`src/core/spsel_pkg.sv`:
```
// package: constants and carrier types for the serial port select and spi slave
`default_nettype none
package spsel_pkg;
   localparam int ADDR_W = 13;
   localparam int INSTR_W = 16;
   localparam int BYTE_W = 8;
   localparam logic [3:0] INSTR_LAST = 4'hF;
   localparam logic [2:0] BYTE_LAST = 3'h7;
   localparam int INSTR_RW_BIT = 15;
   localparam logic [ADDR_W-1:0] ADDR_TOP = 13'h1FFF;
   localparam logic [ADDR_W-1:0] ADDR_BOTTOM = 13'h0000;
   localparam logic [ADDR_W-1:0] ADDR_ONE = 13'h0001;
   // register offsets
   localparam logic [ADDR_W-1:0] REG_PORT_CFG = 13'h0000;
   localparam logic [ADDR_W-1:0] REG_RDBK_CFG = 13'h0001;
   localparam logic [ADDR_W-1:0] REG_XFER_STROBE = 13'h000F;
   // field positions
   localparam int CFG_LSB_FIRST_A = 1;
   localparam int CFG_LSB_FIRST_B = 6;
   localparam int CFG_ASCEND_A = 2;
   localparam int CFG_ASCEND_B = 5;
   localparam int RDBK_ACTIVE_BIT = 5;
   localparam int XFER_BIT = 0;
   // reset values
   localparam logic [7:0] PORT_CFG_RST = 8'h00;
   localparam logic [7:0] RDBK_CFG_RST = 8'h00;
   localparam logic [7:0] REG_RST = 8'h00;
   // i2c address: fixed upper five bits
   localparam logic [4:0] I2C_ADDR_HI = 5'h15;
   localparam int MEM_DEPTH = 64;
   localparam int MEM_AW = 6;
   localparam int BUF_DEPTH = 2;

   typedef enum logic [1:0] {SPSEL_MODE_SPI, SPSEL_MODE_I2C_A, SPSEL_MODE_I2C_B, SPSEL_MODE_UNDEF} spsel_mode_type;

   typedef struct packed {
      logic [ADDR_W-1:0] addr;
      logic [BYTE_W-1:0] data;
   } spsel_wr_type;
endpackage
`default_nettype wire

```
`src/core/spsel_port.sv`:
```
// serial port select strap capture and spi slave with buffered register file
`timescale 1ns/100ps
`default_nettype none
module spsel_port
   import spsel_pkg::*;
(
   input wire logic mclk,
   input wire logic srst,
   input wire logic port_strap_low,
   input wire logic port_strap_high,
   input wire logic sclk,
   input wire logic cs_n,
   input wire logic sdio_in,
   output logic sdio_out,
   output logic sdio_oe,
   output logic serial_out_line,
   output logic serial_out_oe,
   input wire logic three_wire,
   output logic spi_active,
   output logic [6:0] i2c_slave_addr,
   output logic i2c_addr_undefined,
   output logic update_pulse
);
   logic [1:0] sclk_sync_reg;
   logic [1:0] cs_sync_reg;
   logic [1:0] sdi_sync_reg;
   logic [1:0] strap_lo_sync_reg;
   logic [1:0] strap_hi_sync_reg;
   logic [1:0] wire3_sync_reg;
   logic sclk_prev_reg;
   logic sclk_rise;
   logic sclk_fall;
   logic cs_n_s;
   logic sdi_s;
   logic strap_taken_reg;
   spsel_mode_type mode_reg;

   logic [7:0] port_cfg_reg;
   logic [7:0] rdbk_cfg_reg;
   logic [7:0] buf_mem [MEM_DEPTH];
   logic [7:0] act_mem [MEM_DEPTH];

   typedef enum logic [1:0] {SPSEL_ST_IDLE, SPSEL_ST_INSTR, SPSEL_ST_WRITE, SPSEL_ST_READ} spsel_state_type;
   spsel_state_type state_reg;
   logic [INSTR_W-1:0] shift_reg;
   logic [3:0] bit_cnt_reg;
   logic [ADDR_W-1:0] addr_reg;
   logic [7:0] tx_reg;
   logic [2:0] tx_cnt_reg;
   logic lsb_first;
   logic ascend;
   logic [INSTR_W-1:0] shift_next;
   logic [INSTR_W-1:0] instr_word;
   logic [7:0] rx_byte;
   logic [ADDR_W-1:0] addr_step;
   logic [7:0] rd_data;
   logic [ADDR_W-1:0] rd_addr;
   // first address past the implemented register file
   localparam logic [ADDR_W-1:0] MEM_END = ADDR_W'(MEM_DEPTH);

   // two-entry write buffer between spi shifter and register file
   spsel_wr_type wq_mem [BUF_DEPTH];
   logic wq_wptr_reg;
   logic wq_rptr_reg;
   logic [1:0] wq_cnt_reg;
   logic wq_in_valid;
   logic wq_in_ready;
   logic wq_out_valid;
   logic wq_out_ready;
   spsel_wr_type wq_in;
   spsel_wr_type wq_out;

   // pins from another domain, three_wire too: two flops each
   always_ff @(posedge mclk)
   begin
      sclk_sync_reg <= {sclk_sync_reg[0], sclk};
      cs_sync_reg <= {cs_sync_reg[0], cs_n};
      sdi_sync_reg <= {sdi_sync_reg[0], sdio_in};
      strap_lo_sync_reg <= {strap_lo_sync_reg[0], port_strap_low};
      strap_hi_sync_reg <= {strap_hi_sync_reg[0], port_strap_high};
      wire3_sync_reg <= {wire3_sync_reg[0], three_wire};
      sclk_prev_reg <= sclk_sync_reg[1];
   end

   assign sclk_rise = sclk_sync_reg[1] & ~sclk_prev_reg;
   assign sclk_fall = ~sclk_sync_reg[1] & sclk_prev_reg;
   assign cs_n_s = cs_sync_reg[1];
   assign sdi_s = sdi_sync_reg[1];

   // straps taken once after reset release; fixed until the next reset
   always_ff @(posedge mclk)
   begin
      if (srst)
      begin
         strap_taken_reg <= 1'b0;
         mode_reg <= SPSEL_MODE_UNDEF;
         spi_active <= 1'b0;
         i2c_slave_addr <= 7'h00;
         i2c_addr_undefined <= 1'b0;
      end
      else if (!strap_taken_reg)
      begin
         // take the straps on the first cycle after release with no sclk edge
         if (sclk_prev_reg == sclk_sync_reg[1])
         begin
            strap_taken_reg <= 1'b1;
            spi_active <= ~strap_hi_sync_reg[1] & ~strap_lo_sync_reg[1];
            i2c_slave_addr <= {I2C_ADDR_HI, strap_hi_sync_reg[1], strap_lo_sync_reg[1]};
            i2c_addr_undefined <= strap_hi_sync_reg[1] & ~strap_lo_sync_reg[1];
            mode_reg <= spsel_mode_type'({strap_hi_sync_reg[1], strap_lo_sync_reg[1]});
         end
      end
   end

   assign lsb_first = port_cfg_reg[CFG_LSB_FIRST_A] & port_cfg_reg[CFG_LSB_FIRST_B];
   assign ascend = port_cfg_reg[CFG_ASCEND_A] & port_cfg_reg[CFG_ASCEND_B];
   // lsb-first shifts in from the top, so the first bit lands at bit 0
   assign shift_next = lsb_first ? {sdi_s, shift_reg[INSTR_W-1:1]} : {shift_reg[INSTR_W-2:0], sdi_s};
   assign instr_word = shift_next;
   assign rx_byte = lsb_first ? shift_next[INSTR_W-1:INSTR_W-BYTE_W] : shift_next[BYTE_W-1:0];
   // wraps at both ends of the address space; the host ends the stream first
   assign addr_step = ascend ? addr_reg + ADDR_ONE : addr_reg - ADDR_ONE;
   assign rd_addr = (state_reg == SPSEL_ST_INSTR) ? instr_word[ADDR_W-1:0] : addr_step;

   // offsets above the file and the strobe read as zero
   always_comb
   begin
      rd_data = REG_RST;
      if (rd_addr == REG_PORT_CFG)
         rd_data = port_cfg_reg;
      else if (rd_addr == REG_RDBK_CFG)
         rd_data = rdbk_cfg_reg;
      else if (rd_addr == REG_XFER_STROBE)
         rd_data = REG_RST;
      else if (rd_addr < MEM_END)
      begin
         if (rdbk_cfg_reg[RDBK_ACTIVE_BIT])
            rd_data = act_mem[rd_addr[MEM_AW-1:0]];
         else
            rd_data = buf_mem[rd_addr[MEM_AW-1:0]];
      end
   end

   // a byte enters the buffer on the rise that completes it
   assign wq_in_valid = sclk_rise && !cs_n_s && state_reg == SPSEL_ST_WRITE && bit_cnt_reg[2:0] == BYTE_LAST;
   assign wq_in.addr = addr_reg;
   assign wq_in.data = rx_byte;

   // serial protocol engine
   // a cs_n rise mid-byte drops the partial byte
   always_ff @(posedge mclk)
   begin
      if (srst || cs_n_s || !spi_active)
      begin
         state_reg <= cs_n_s || !spi_active ? SPSEL_ST_IDLE : SPSEL_ST_INSTR;
         shift_reg <= '0;
         bit_cnt_reg <= '0;
         addr_reg <= ADDR_BOTTOM;
         tx_reg <= REG_RST;
         tx_cnt_reg <= '0;
      end
      else
      begin
         if (state_reg == SPSEL_ST_IDLE)
            state_reg <= SPSEL_ST_INSTR;
         if (sclk_rise)
         begin
            shift_reg <= shift_next;
            bit_cnt_reg <= bit_cnt_reg + 4'h1;
            case (state_reg)
               SPSEL_ST_INSTR:
                  if (bit_cnt_reg == INSTR_LAST)
                  begin
                     addr_reg <= instr_word[ADDR_W-1:0];
                     bit_cnt_reg <= '0;
                     if (instr_word[INSTR_RW_BIT])
                     begin
                        state_reg <= SPSEL_ST_READ;
                        tx_reg <= rd_data;
                     end
                     else
                        state_reg <= SPSEL_ST_WRITE;
                  end
               SPSEL_ST_WRITE:
                  if (bit_cnt_reg[2:0] == BYTE_LAST && wq_in_ready)
                  begin
                     addr_reg <= addr_step;
                     bit_cnt_reg <= '0;
                  end
               SPSEL_ST_READ:
                  if (bit_cnt_reg[2:0] == BYTE_LAST)
                  begin
                     addr_reg <= addr_step;
                     bit_cnt_reg <= '0;
                  end
               default:
                  state_reg <= SPSEL_ST_IDLE;
            endcase
         end
         // read data changes on the falling edge
         if (sclk_fall && state_reg == SPSEL_ST_READ)
         begin
            if (tx_cnt_reg == BYTE_LAST)
            begin
               tx_cnt_reg <= '0;
               tx_reg <= rd_data;
            end
            else
            begin
               tx_cnt_reg <= tx_cnt_reg + 3'h1;
               tx_reg <= lsb_first ? {1'b0, tx_reg[7:1]} : {tx_reg[6:0], 1'b0};
            end
         end
      end
   end

   // pins: first bit presented at the falling edge after the instruction
   always_ff @(posedge mclk)
   begin
      if (srst || cs_n_s)
      begin
         sdio_out <= 1'b0;
         sdio_oe <= 1'b0;
         serial_out_line <= 1'b0;
         serial_out_oe <= 1'b0;
      end
      else if (state_reg == SPSEL_ST_READ && sclk_fall)
      begin
         sdio_out <= lsb_first ? tx_reg[0] : tx_reg[7];
         serial_out_line <= lsb_first ? tx_reg[0] : tx_reg[7];
         // oe follows the synchronised three_wire pin
         sdio_oe <= wire3_sync_reg[1];
         serial_out_oe <= ~wire3_sync_reg[1];
      end
      else if (state_reg != SPSEL_ST_READ)
      begin
         sdio_oe <= 1'b0;
         serial_out_oe <= 1'b0;
      end
   end

   // write buffer; the register file drains it every cycle, so it never refuses a byte
   assign wq_in_ready = wq_cnt_reg != 2'(BUF_DEPTH);
   assign wq_out_valid = wq_cnt_reg != 2'h0;
   assign wq_out = wq_mem[wq_rptr_reg];
   assign wq_out_ready = 1'b1;

   always_ff @(posedge mclk)
   begin
      if (srst)
      begin
         wq_wptr_reg <= 1'b0;
         wq_rptr_reg <= 1'b0;
         wq_cnt_reg <= 2'h0;
      end
      else
      begin
         if (wq_in_valid && wq_in_ready)
         begin
            wq_mem[wq_wptr_reg] <= wq_in;
            wq_wptr_reg <= ~wq_wptr_reg;
         end
         if (wq_out_valid && wq_out_ready)
            wq_rptr_reg <= ~wq_rptr_reg;
         wq_cnt_reg <= wq_cnt_reg + 2'(wq_in_valid && wq_in_ready) - 2'(wq_out_valid && wq_out_ready);
      end
   end

   // register file: config registers act at once, others buffered
   always_ff @(posedge mclk)
   begin
      if (srst)
      begin
         port_cfg_reg <= PORT_CFG_RST;
         rdbk_cfg_reg <= RDBK_CFG_RST;
         update_pulse <= 1'b0;
      end
      else
      begin
         update_pulse <= 1'b0;
         if (wq_out_valid && wq_out_ready)
         begin
            if (wq_out.addr == REG_PORT_CFG)
               port_cfg_reg <= wq_out.data;
            else if (wq_out.addr == REG_RDBK_CFG)
               rdbk_cfg_reg <= wq_out.data;
            else if (wq_out.addr == REG_XFER_STROBE)
               update_pulse <= wq_out.data[XFER_BIT];
         end
      end
   end

   // buffers start at the default so an unwritten address reads a known byte
   always_ff @(posedge mclk)
   begin
      if (srst)
      begin
         for (int i = 0; i < MEM_DEPTH; i++)
         begin
            buf_mem[i] <= REG_RST;
         end
      end
      else if (wq_out_valid && wq_out_ready && wq_out.addr < MEM_END
               && wq_out.addr != REG_XFER_STROBE)
         buf_mem[wq_out.addr[MEM_AW-1:0]] <= wq_out.data;
   end

   // update bit never stored, so it reads back cleared
   always_ff @(posedge mclk)
   begin
      if (srst)
      begin
         for (int i = 0; i < MEM_DEPTH; i++)
         begin
            act_mem[i] <= REG_RST;
         end
      end
      else if (update_pulse)
         act_mem <= buf_mem;
   end
endmodule
`default_nettype wire

```
`config.mk`:
```
export PLATFORM = sky130hd
export DESIGN_NAME = spsel_port
export DESIGN_NICKNAME = d
export VERILOG_FILES = /design/src/core/spsel_pkg.sv /design/src/core/spsel_port.sv
export SDC_FILE = /design/constraint.sdc
export NUM_CORES = 2
export LEC_CHECK = 0
export ABC_AREA = 0
export CAP_MARGIN = 0
export CORE_ASPECT_RATIO = 1.5
export CORE_UTILIZATION = 40
export DETAILED_ROUTE_END_ITERATION = 10
export DONT_BUFFER_PORTS = 1
export PLACE_DENSITY_LB_ADDON = 0.3
export SLEW_MARGIN = 20
export SYNTH_ARGS = -nofsm -noshare
export SYNTH_HDL_FRONTEND = slang
export SYNTH_SLANG_ARGS = --single-unit
```
`constraint.sdc`:
```
create_clock -name mclk -period 6.3 [get_ports mclk]
set_clock_uncertainty 0.15 [all_clocks]
set_input_delay 0.315 -clock mclk [delete_from_list [all_inputs] [get_ports mclk]]
set_output_delay 0.315 -clock mclk [all_outputs]
set_load 0.02 [all_outputs]
```
# After elaboration in Yosys (flattened, before gate mapping)
# Memory sizes are Yosys's and may differ from the RTL's. A register that Yosys moved wholly into a read port is not among the register bits.
# Index checks and enable logic that the tools add are counted.
# Widths: inputs -> output; s select.
# totals
register_bits	1113
mem_bits_rw	42
input_bits	8
wordCells	285
memories	1
# mem_list
memory	depth	width	rd	rd_clocked_by_memory_dff	write_ports	line_no	rtl
wq_mem	2	21	1	1	1	spsel_port.sv:62	spsel_wr_type wq_mem [BUF_DEPTH];
# classes
addsub	6
n_lt_le_gt_ge	5
eq_ne	17
muxes	52
bitwise	19
reduce_logical	31
# ops
op	n
$bwmux 512	1
$mux 8	18
$bmux 8 s6	2
$mux 13	5
$demux 8 s6	1
$pmux 13 s3	1
$eq 13x1->1 const B	2
$eq 13x4->1 const B	2
$logic_not 13->1	2
$lt 13x7->1 const B	2
$mux 16	1
$ge 7x7->1 const B	2
$not 6->7	2
$add 13x1->13 const B	1
$mux 1	13
$ne 13x4->1 const B	1
$sub 13x1->13 const B	1
$mux 4	3
$pmux 4 s3	1
$reduce_bool 2->1	6
$not 1->1	11
$logic_and 1x1->1	9
$mux 2	4
$lt 7x1->1 const B	1
other kinds (24)	38

# Longest topological paths before layout
# logic_depth
depth_word	17
ltp_mapped	17
mapped_depth_nobuf	13

# Worst setup path after synthesis
# No wires, ideal clock.
# synth_timing
path_type	reg-to-reg
startpoint	register port_cfg_reg[2]
endpoint	register tx_reg[6]
setup_time_ns	0.087
arrival_ns	3.418
t_required_ns	6.063
setup_slack_ns	2.645
path_stages_with_launch	14
path_buffers	0
synth_period_minus_slack_ns	3.655
path_cell_list	dfxtp_1 -> nand2_1 -> fa_1 -> a21o_1 -> a221oi_1 -> a21oi_1 -> mux2i_1 -> a311oi_1 -> a31oi_1 -> or2_1 -> or3_4 -> a2111oi_0 -> a21oi_1 -> o31ai_1
# synth_via
elab_chain_cells	17
word_cells_on_any_way	25
# synth_lines
element	line_no	rtl
start: declaration	spsel_port.sv:38	logic [7:0] port_cfg_reg;
start signal: assignment	spsel_port.sv:284	port_cfg_reg <= wq_out.data;
$and 1x1->1 (*)	spsel_port.sv:116	assign ascend = port_cfg_reg[CFG_ASCEND_A] & port_cfg_reg[CFG_ASCEND_B];
$mux 13 (*)	spsel_port.sv:122	assign addr_step = ascend ? addr_reg + ADDR_ONE : addr_reg - ADDR_ONE;
$mux 13 (*)	spsel_port.sv:123	assign rd_addr = (state_reg == SPSEL_ST_INSTR) ? instr_word[ADDR_W-1:0] : addr_step;
$not 6->7 (not written as such)	spsel_port.sv:138, spsel_port.sv:140	
$bmux 8 s6 (on tied branches)	spsel_port.sv:140, spsel_port.sv:138	
$mux 8 (on tied branches) (2 in series)	spsel_port.sv:140, spsel_port.sv:138	
$mux 8	spsel_port.sv:137	if (rdbk_cfg_reg[RDBK_ACTIVE_BIT])
$mux 8	spsel_port.sv:135	else if (rd_addr < MEM_END)
$mux 8	spsel_port.sv:133	else if (rd_addr == REG_XFER_STROBE)
$mux 8	spsel_port.sv:131	else if (rd_addr == REG_RDBK_CFG)
$mux 8 (*)	spsel_port.sv:129	if (rd_addr == REG_PORT_CFG)
$mux 8	spsel_port.sv:176	if (instr_word[INSTR_RW_BIT])
$mux 8	spsel_port.sv:172	if (bit_cnt_reg == INSTR_LAST)
$mux 8	spsel_port.sv:170	case (state_reg)
$mux 8	spsel_port.sv:166	if (sclk_rise)
$mux 8 (*)	spsel_port.sv:201	if (sclk_fall && state_reg == SPSEL_ST_READ)
end signal: assignment	spsel_port.sv:179	tx_reg <= rd_data;
end signal: assignment	spsel_port.sv:206	tx_reg <= rd_data;
end signal: assignment	spsel_port.sv:211	tx_reg <= lsb_first ? {1'b0, tx_reg[7:1]} : {tx_reg[6:0], 1'b0};
end: declaration	spsel_port.sv:48	logic [7:0] tx_reg;
# Every way passes the cells marked *; elsewhere a longest branch is shown, timed or not. The select of a mux whose other input is x is not followed.
# A chain may end at the register's enable or synchronous reset.

# Final worst setup path
# layout_timing
startpoint	register port_cfg_reg[2]
endpoint	register tx_reg[2]
# layout_via
elab_chain_cells	17
word_cells_on_any_way	25
# layout_lines
element	line_no
$and 1x1->1	spsel_port.sv:116
$mux 13	spsel_port.sv:122
$mux 13	spsel_port.sv:123
$not 6->7 (not written as such)	spsel_port.sv:138, spsel_port.sv:140
$bmux 8 s6 (on tied branches)	spsel_port.sv:140, spsel_port.sv:138
$mux 8 (on tied branches) (2 in series)	spsel_port.sv:140, spsel_port.sv:138
$mux 8	spsel_port.sv:137
$mux 8	spsel_port.sv:135
$mux 8	spsel_port.sv:133
$mux 8	spsel_port.sv:131
$mux 8 (*)	spsel_port.sv:129
$mux 8	spsel_port.sv:176
$mux 8	spsel_port.sv:172
$mux 8	spsel_port.sv:170
$mux 8	spsel_port.sv:166
$mux 8 (*)	spsel_port.sv:201
# Marks and branches as above.

==> results.sh <==
export IMPL_grt_pass1_vias=45000
export IMPL_antenna_found_initial=1
export IMPL_clock_latency_ps=760
export IMPL_timing_final_max_slew_violations=0
export IMPL_die_x_um=291
export IMPL_gp_congestion=0.928
export IMPL_root_buffer="clkbuf_16"
export IMPL_worstReg2RegStart="port_cfg_reg[2]$_SDFFE_PP0P_"
export IMPL_worstPathRequired_ps=6800
export IMPL_synth_edf_count=42
export IMPL_numClockSinks=1155
export IMPL_max_slew_margin_pct=3.04
export IMPL_final_cells=7822
export IMPL_fill_cells=11200
export IMPL_top_regs="buf_mem x512, act_mem x511, wq_mem x42"
export IMPL_dp_cells=6901
export IMPL_period_needed_ps=5490
export IMPL_clkTransAtPathRegs_ps=70
export IMPL_gr_usage_all_layers_pct=27.1
export IMPL_synth_top_family_by_area="simple AND/OR/NAND/NOR gates"
export IMPL_start_util_pct=40.4
export IMPL_p_leak_uw=0.0223
export IMPL_grt_use_met1_pct=30.9
export IMPL_cap_violations=0
export IMPL_yosysUniqueCellTypes=90
export IMPL_synthFlopType="dfxtp_1"
export IMPL_drt_iter0_drc=3796
export IMPL_hold_viol=0
export IMPL_worstPathCellList="nand2_1 > ha_1 > or2_2 > and2_1 > xnor2_2 > o21a_2 > buf_4 > nor3_1 > nor4_1 > o311ai_0 > o41ai_1"
export IMPL_first_pass_iters=8
export IMPL_whs_ps=39.4
export IMPL_nets=6157
export IMPL_startpoint_type="flop"
export IMPL_synth_area_um2=50000
export IMPL_endpoint_kind="flop"
export IMPL_wire_per_inst_um=22.5
export IMPL_wirelength_um=176000
export IMPL_power_total_uw=14600
export IMPL_die_area_um2=127000
export IMPL_hold_end="wq_wptr_reg$_SDFFE_PP0P_"
export IMPL_drive_above_1_share_pct=7.67
export IMPL_power_density_nw_per_um2=233
export IMPL_use_met2_pct=45.8
export IMPL_synth_fa_ha_area_share_pct=0.465
export IMPL_ys_ff_latch=1155
export IMPL_clock_path_buffers=3
export IMPL_die_y_um=435
export IMPL_cpMaxStageDelayCell="nor4_1"
export IMPL_post_cts_resized=0
export IMPL_htreeDepth=3
export IMPL_ant_nets=0
export IMPL_dp_hpwl_um=104000
export IMPL_max_vdd_ir_drop_mv=0.227
export IMPL_met3_usage_pct=3.73
export IMPL_core_rowCount=158
export IMPL_fmax_mhz=182
export IMPL_fin_tns_setup_ps=0
export IMPL_status="complete, no violations"
export IMPL_r2r_setup_slack_ps=810
export IMPL_crit_type="reg -> reg"
export IMPL_num_vias=45400
export IMPL_core_um2=124000
export IMPL_vias_per_cell=5.80
export IMPL_largest_register="buf_mem"
export IMPL_grt_first_pass_wirelength_um=268000
export IMPL_timing_rr_end="tx_reg[2]$_SDFFE_PN0P_"
export IMPL_cts_tree="built"
export IMPL_timing_final_crit_share_pct=87.2
export IMPL_synth_area_mux_share_pct=12.1
export IMPL_grt_overflow_total=0
export IMPL_io_pins=22
export IMPL_grt_setup_unrepaired="false"
export IMPL_yosysSeqAreaShare_pct=47.0
export IMPL_largest_reg_flops=512
export IMPL_critPathMaxStageDelay_ps=1020
export IMPL_grt_max_degree=704
export IMPL_setup_violations=0
export IMPL_async_flop_share_pct=0
export IMPL_drc=0
export IMPL_hp_class="in -> reg"
export IMPL_busiest_layer="met2"
export IMPL_hold_start="srst"
export IMPL_syn2layout_area_growth_pct=25.3
export IMPL_ys_warn_count=0
export IMPL_netlist_instances=5662
export IMPL_synth_xor_area_share_pct=0.258
export IMPL_worst_slew_pin_transition_ps=1450
export IMPL_avgSynthCellArea_um2=8.84
export IMPL_hold_path_depth=2
export IMPL_numCtsBuffers=105
export IMPL_synth_compound_area_share_pct=17.2
export IMPL_arrival_ps=5990
export IMPL_portBuffers=0
export IMPL_r2r_cells=11
export IMPL_crit_start="port_cfg_reg[2]$_SDFFE_PP0P_"
export IMPL_path_max_fanout=29
export IMPL_synthSimpleGateAreaFrac_pct=18.3
## through the flow
| step | instance area (um2) | setup slack [ps] | util, % |
|---|---|---|---|
| 6_report | 62700 | 809 | 50.6 |
| 5_1_grt | 62700 | 594 | 50.6 |
| 4_1_cts | 62500 | 954 | 50.4 |
| 3_5_place_dp | 51700 | 974 | 41.7 |
| 3_3_place_gp | 51700 | 1090 | 41.7 |
| 2_1_floorplan | 50000 | 2640 | - |
## cells in the final DEF (no fill, tap or decap), types with 42 or more instances in the layout
master            n
and3_1           52
clkbuf_16       105
a21oi_1         154
dfxtp_1        1111
mux2i_1         555
nor4_2           47
nand2_1         637
o221ai_1         84
o21ai_0          47
o22ai_1          59
buf_4           147
nand3_1         142
nor2_1         1092
nor3_1           61
edfxtp_1         42
a31oi_1         120
dlygate4sd3_1   715
a211oi_1        549
## critical path, delay by kind of cell (launching register included)
kind                       cells  cell delay (ps)
AOI/OAI and AO/OA              3             1540
xor gates and xnor gates       1              330
adders and majority gates      1              510
buffers and inverters          1              390
DFF                            1              390
and+or+nand+nor                5             2040
## what timing repair did
action / CTS / global route
endpoints found under the hold margin: 1061 / 0
hold buffers: 716 / 0
buffers inserted: 0 / 0
## cell type report
type                    instances  area [um2]  area share, %
well taps                    1600        2000           3.19
clock inverters                58         721           1.15
inverters                       7        26.3         0.0419
multi-input cells            3976       24700           39.4
flip-flops and latches       1155       23500           37.6
clock buffers                 138        2900           4.63
repair buffers                886        8750           14.0
diodes                          2        5.00        0.00798
## worst max path at each step
stage	to	slack [ps]	depth (start not counted)
after floorplan	tx_reg[6]$_SDFFE_PN0P_	2640	13
final	tx_reg[2]$_SDFFE_PN0P_	810	11
after CTS	tx_reg[2]$_SDFFE_PN0P_	950	11
after global placement	tx_reg[3]$_SDFFE_PN0P_	1090	13
after global routing	tx_reg[2]$_SDFFE_PN0P_	590	11
after detailed placement	tx_reg[2]$_SDFFE_PN0P_	970	11
## where the power goes
part / total [uW] / internal (uW) / switching [uW]
registers: 7350 / 7340 / 10.8
logic: 404 / 95.4 / 309
clock network: 6830 / 3800 / 3030
total: 14600 / 11200 / 3350
## synth_stat cells, types with 11 or more instances
master / number / area [um2]
a211oi_1: 549 / 4120
a21oi_1: 158 / 791
a221oi_1: 12 / 105
a22oi_1: 12 / 90.1
a311oi_1: 13 / 114
a31oi_1: 122 / 763
a32o_1: 18 / 180
and3_1: 52 / 325
buf_1: 39 / 146
buf_2: 129 / 646
buf_4: 34 / 255
clkbuf_1: 321 / 1200
dfxtp_1: 1113 / 22300
edfxtp_1: 42 / 1260
ha_1: 17 / 213
mux2i_1: 564 / 5650
mux4_2: 18 / 405
nand2_1: 639 / 2400
nand2b_1: 12 / 75.1
nand3_1: 144 / 721
nor2_1: 1094 / 4110
nor2b_1: 13 / 81.3
nor3_1: 61 / 305
nor4_1: 62 / 388
nor4_2: 31 / 388
o211ai_1: 13 / 97.6
o21a_1: 36 / 270
o21ai_0: 47 / 235
o221ai_1: 84 / 736
o22ai_1: 59 / 369
o31ai_1: 11 / 82.6
## metal layers
metal,share of wire [%],up-vias
li1,-,21200
met4,8.1,0
met3,6.0,561
met5,0,-
met2,48,1673
met1,38,22000
## cells by family (layout without fill, tap and decap cells)
kind of cell    count (synthesis)  in the layout
compound gates               1205           1205
xor+xnor                       13             13
fa+ha+maj                      18             18
buf+inv                       532           1089
flops                        1155           1155
mux                           584            584
other cells                     1              4
simple gates                 2154           2154
Note: power is estimated with default switching activity, not from simulation.
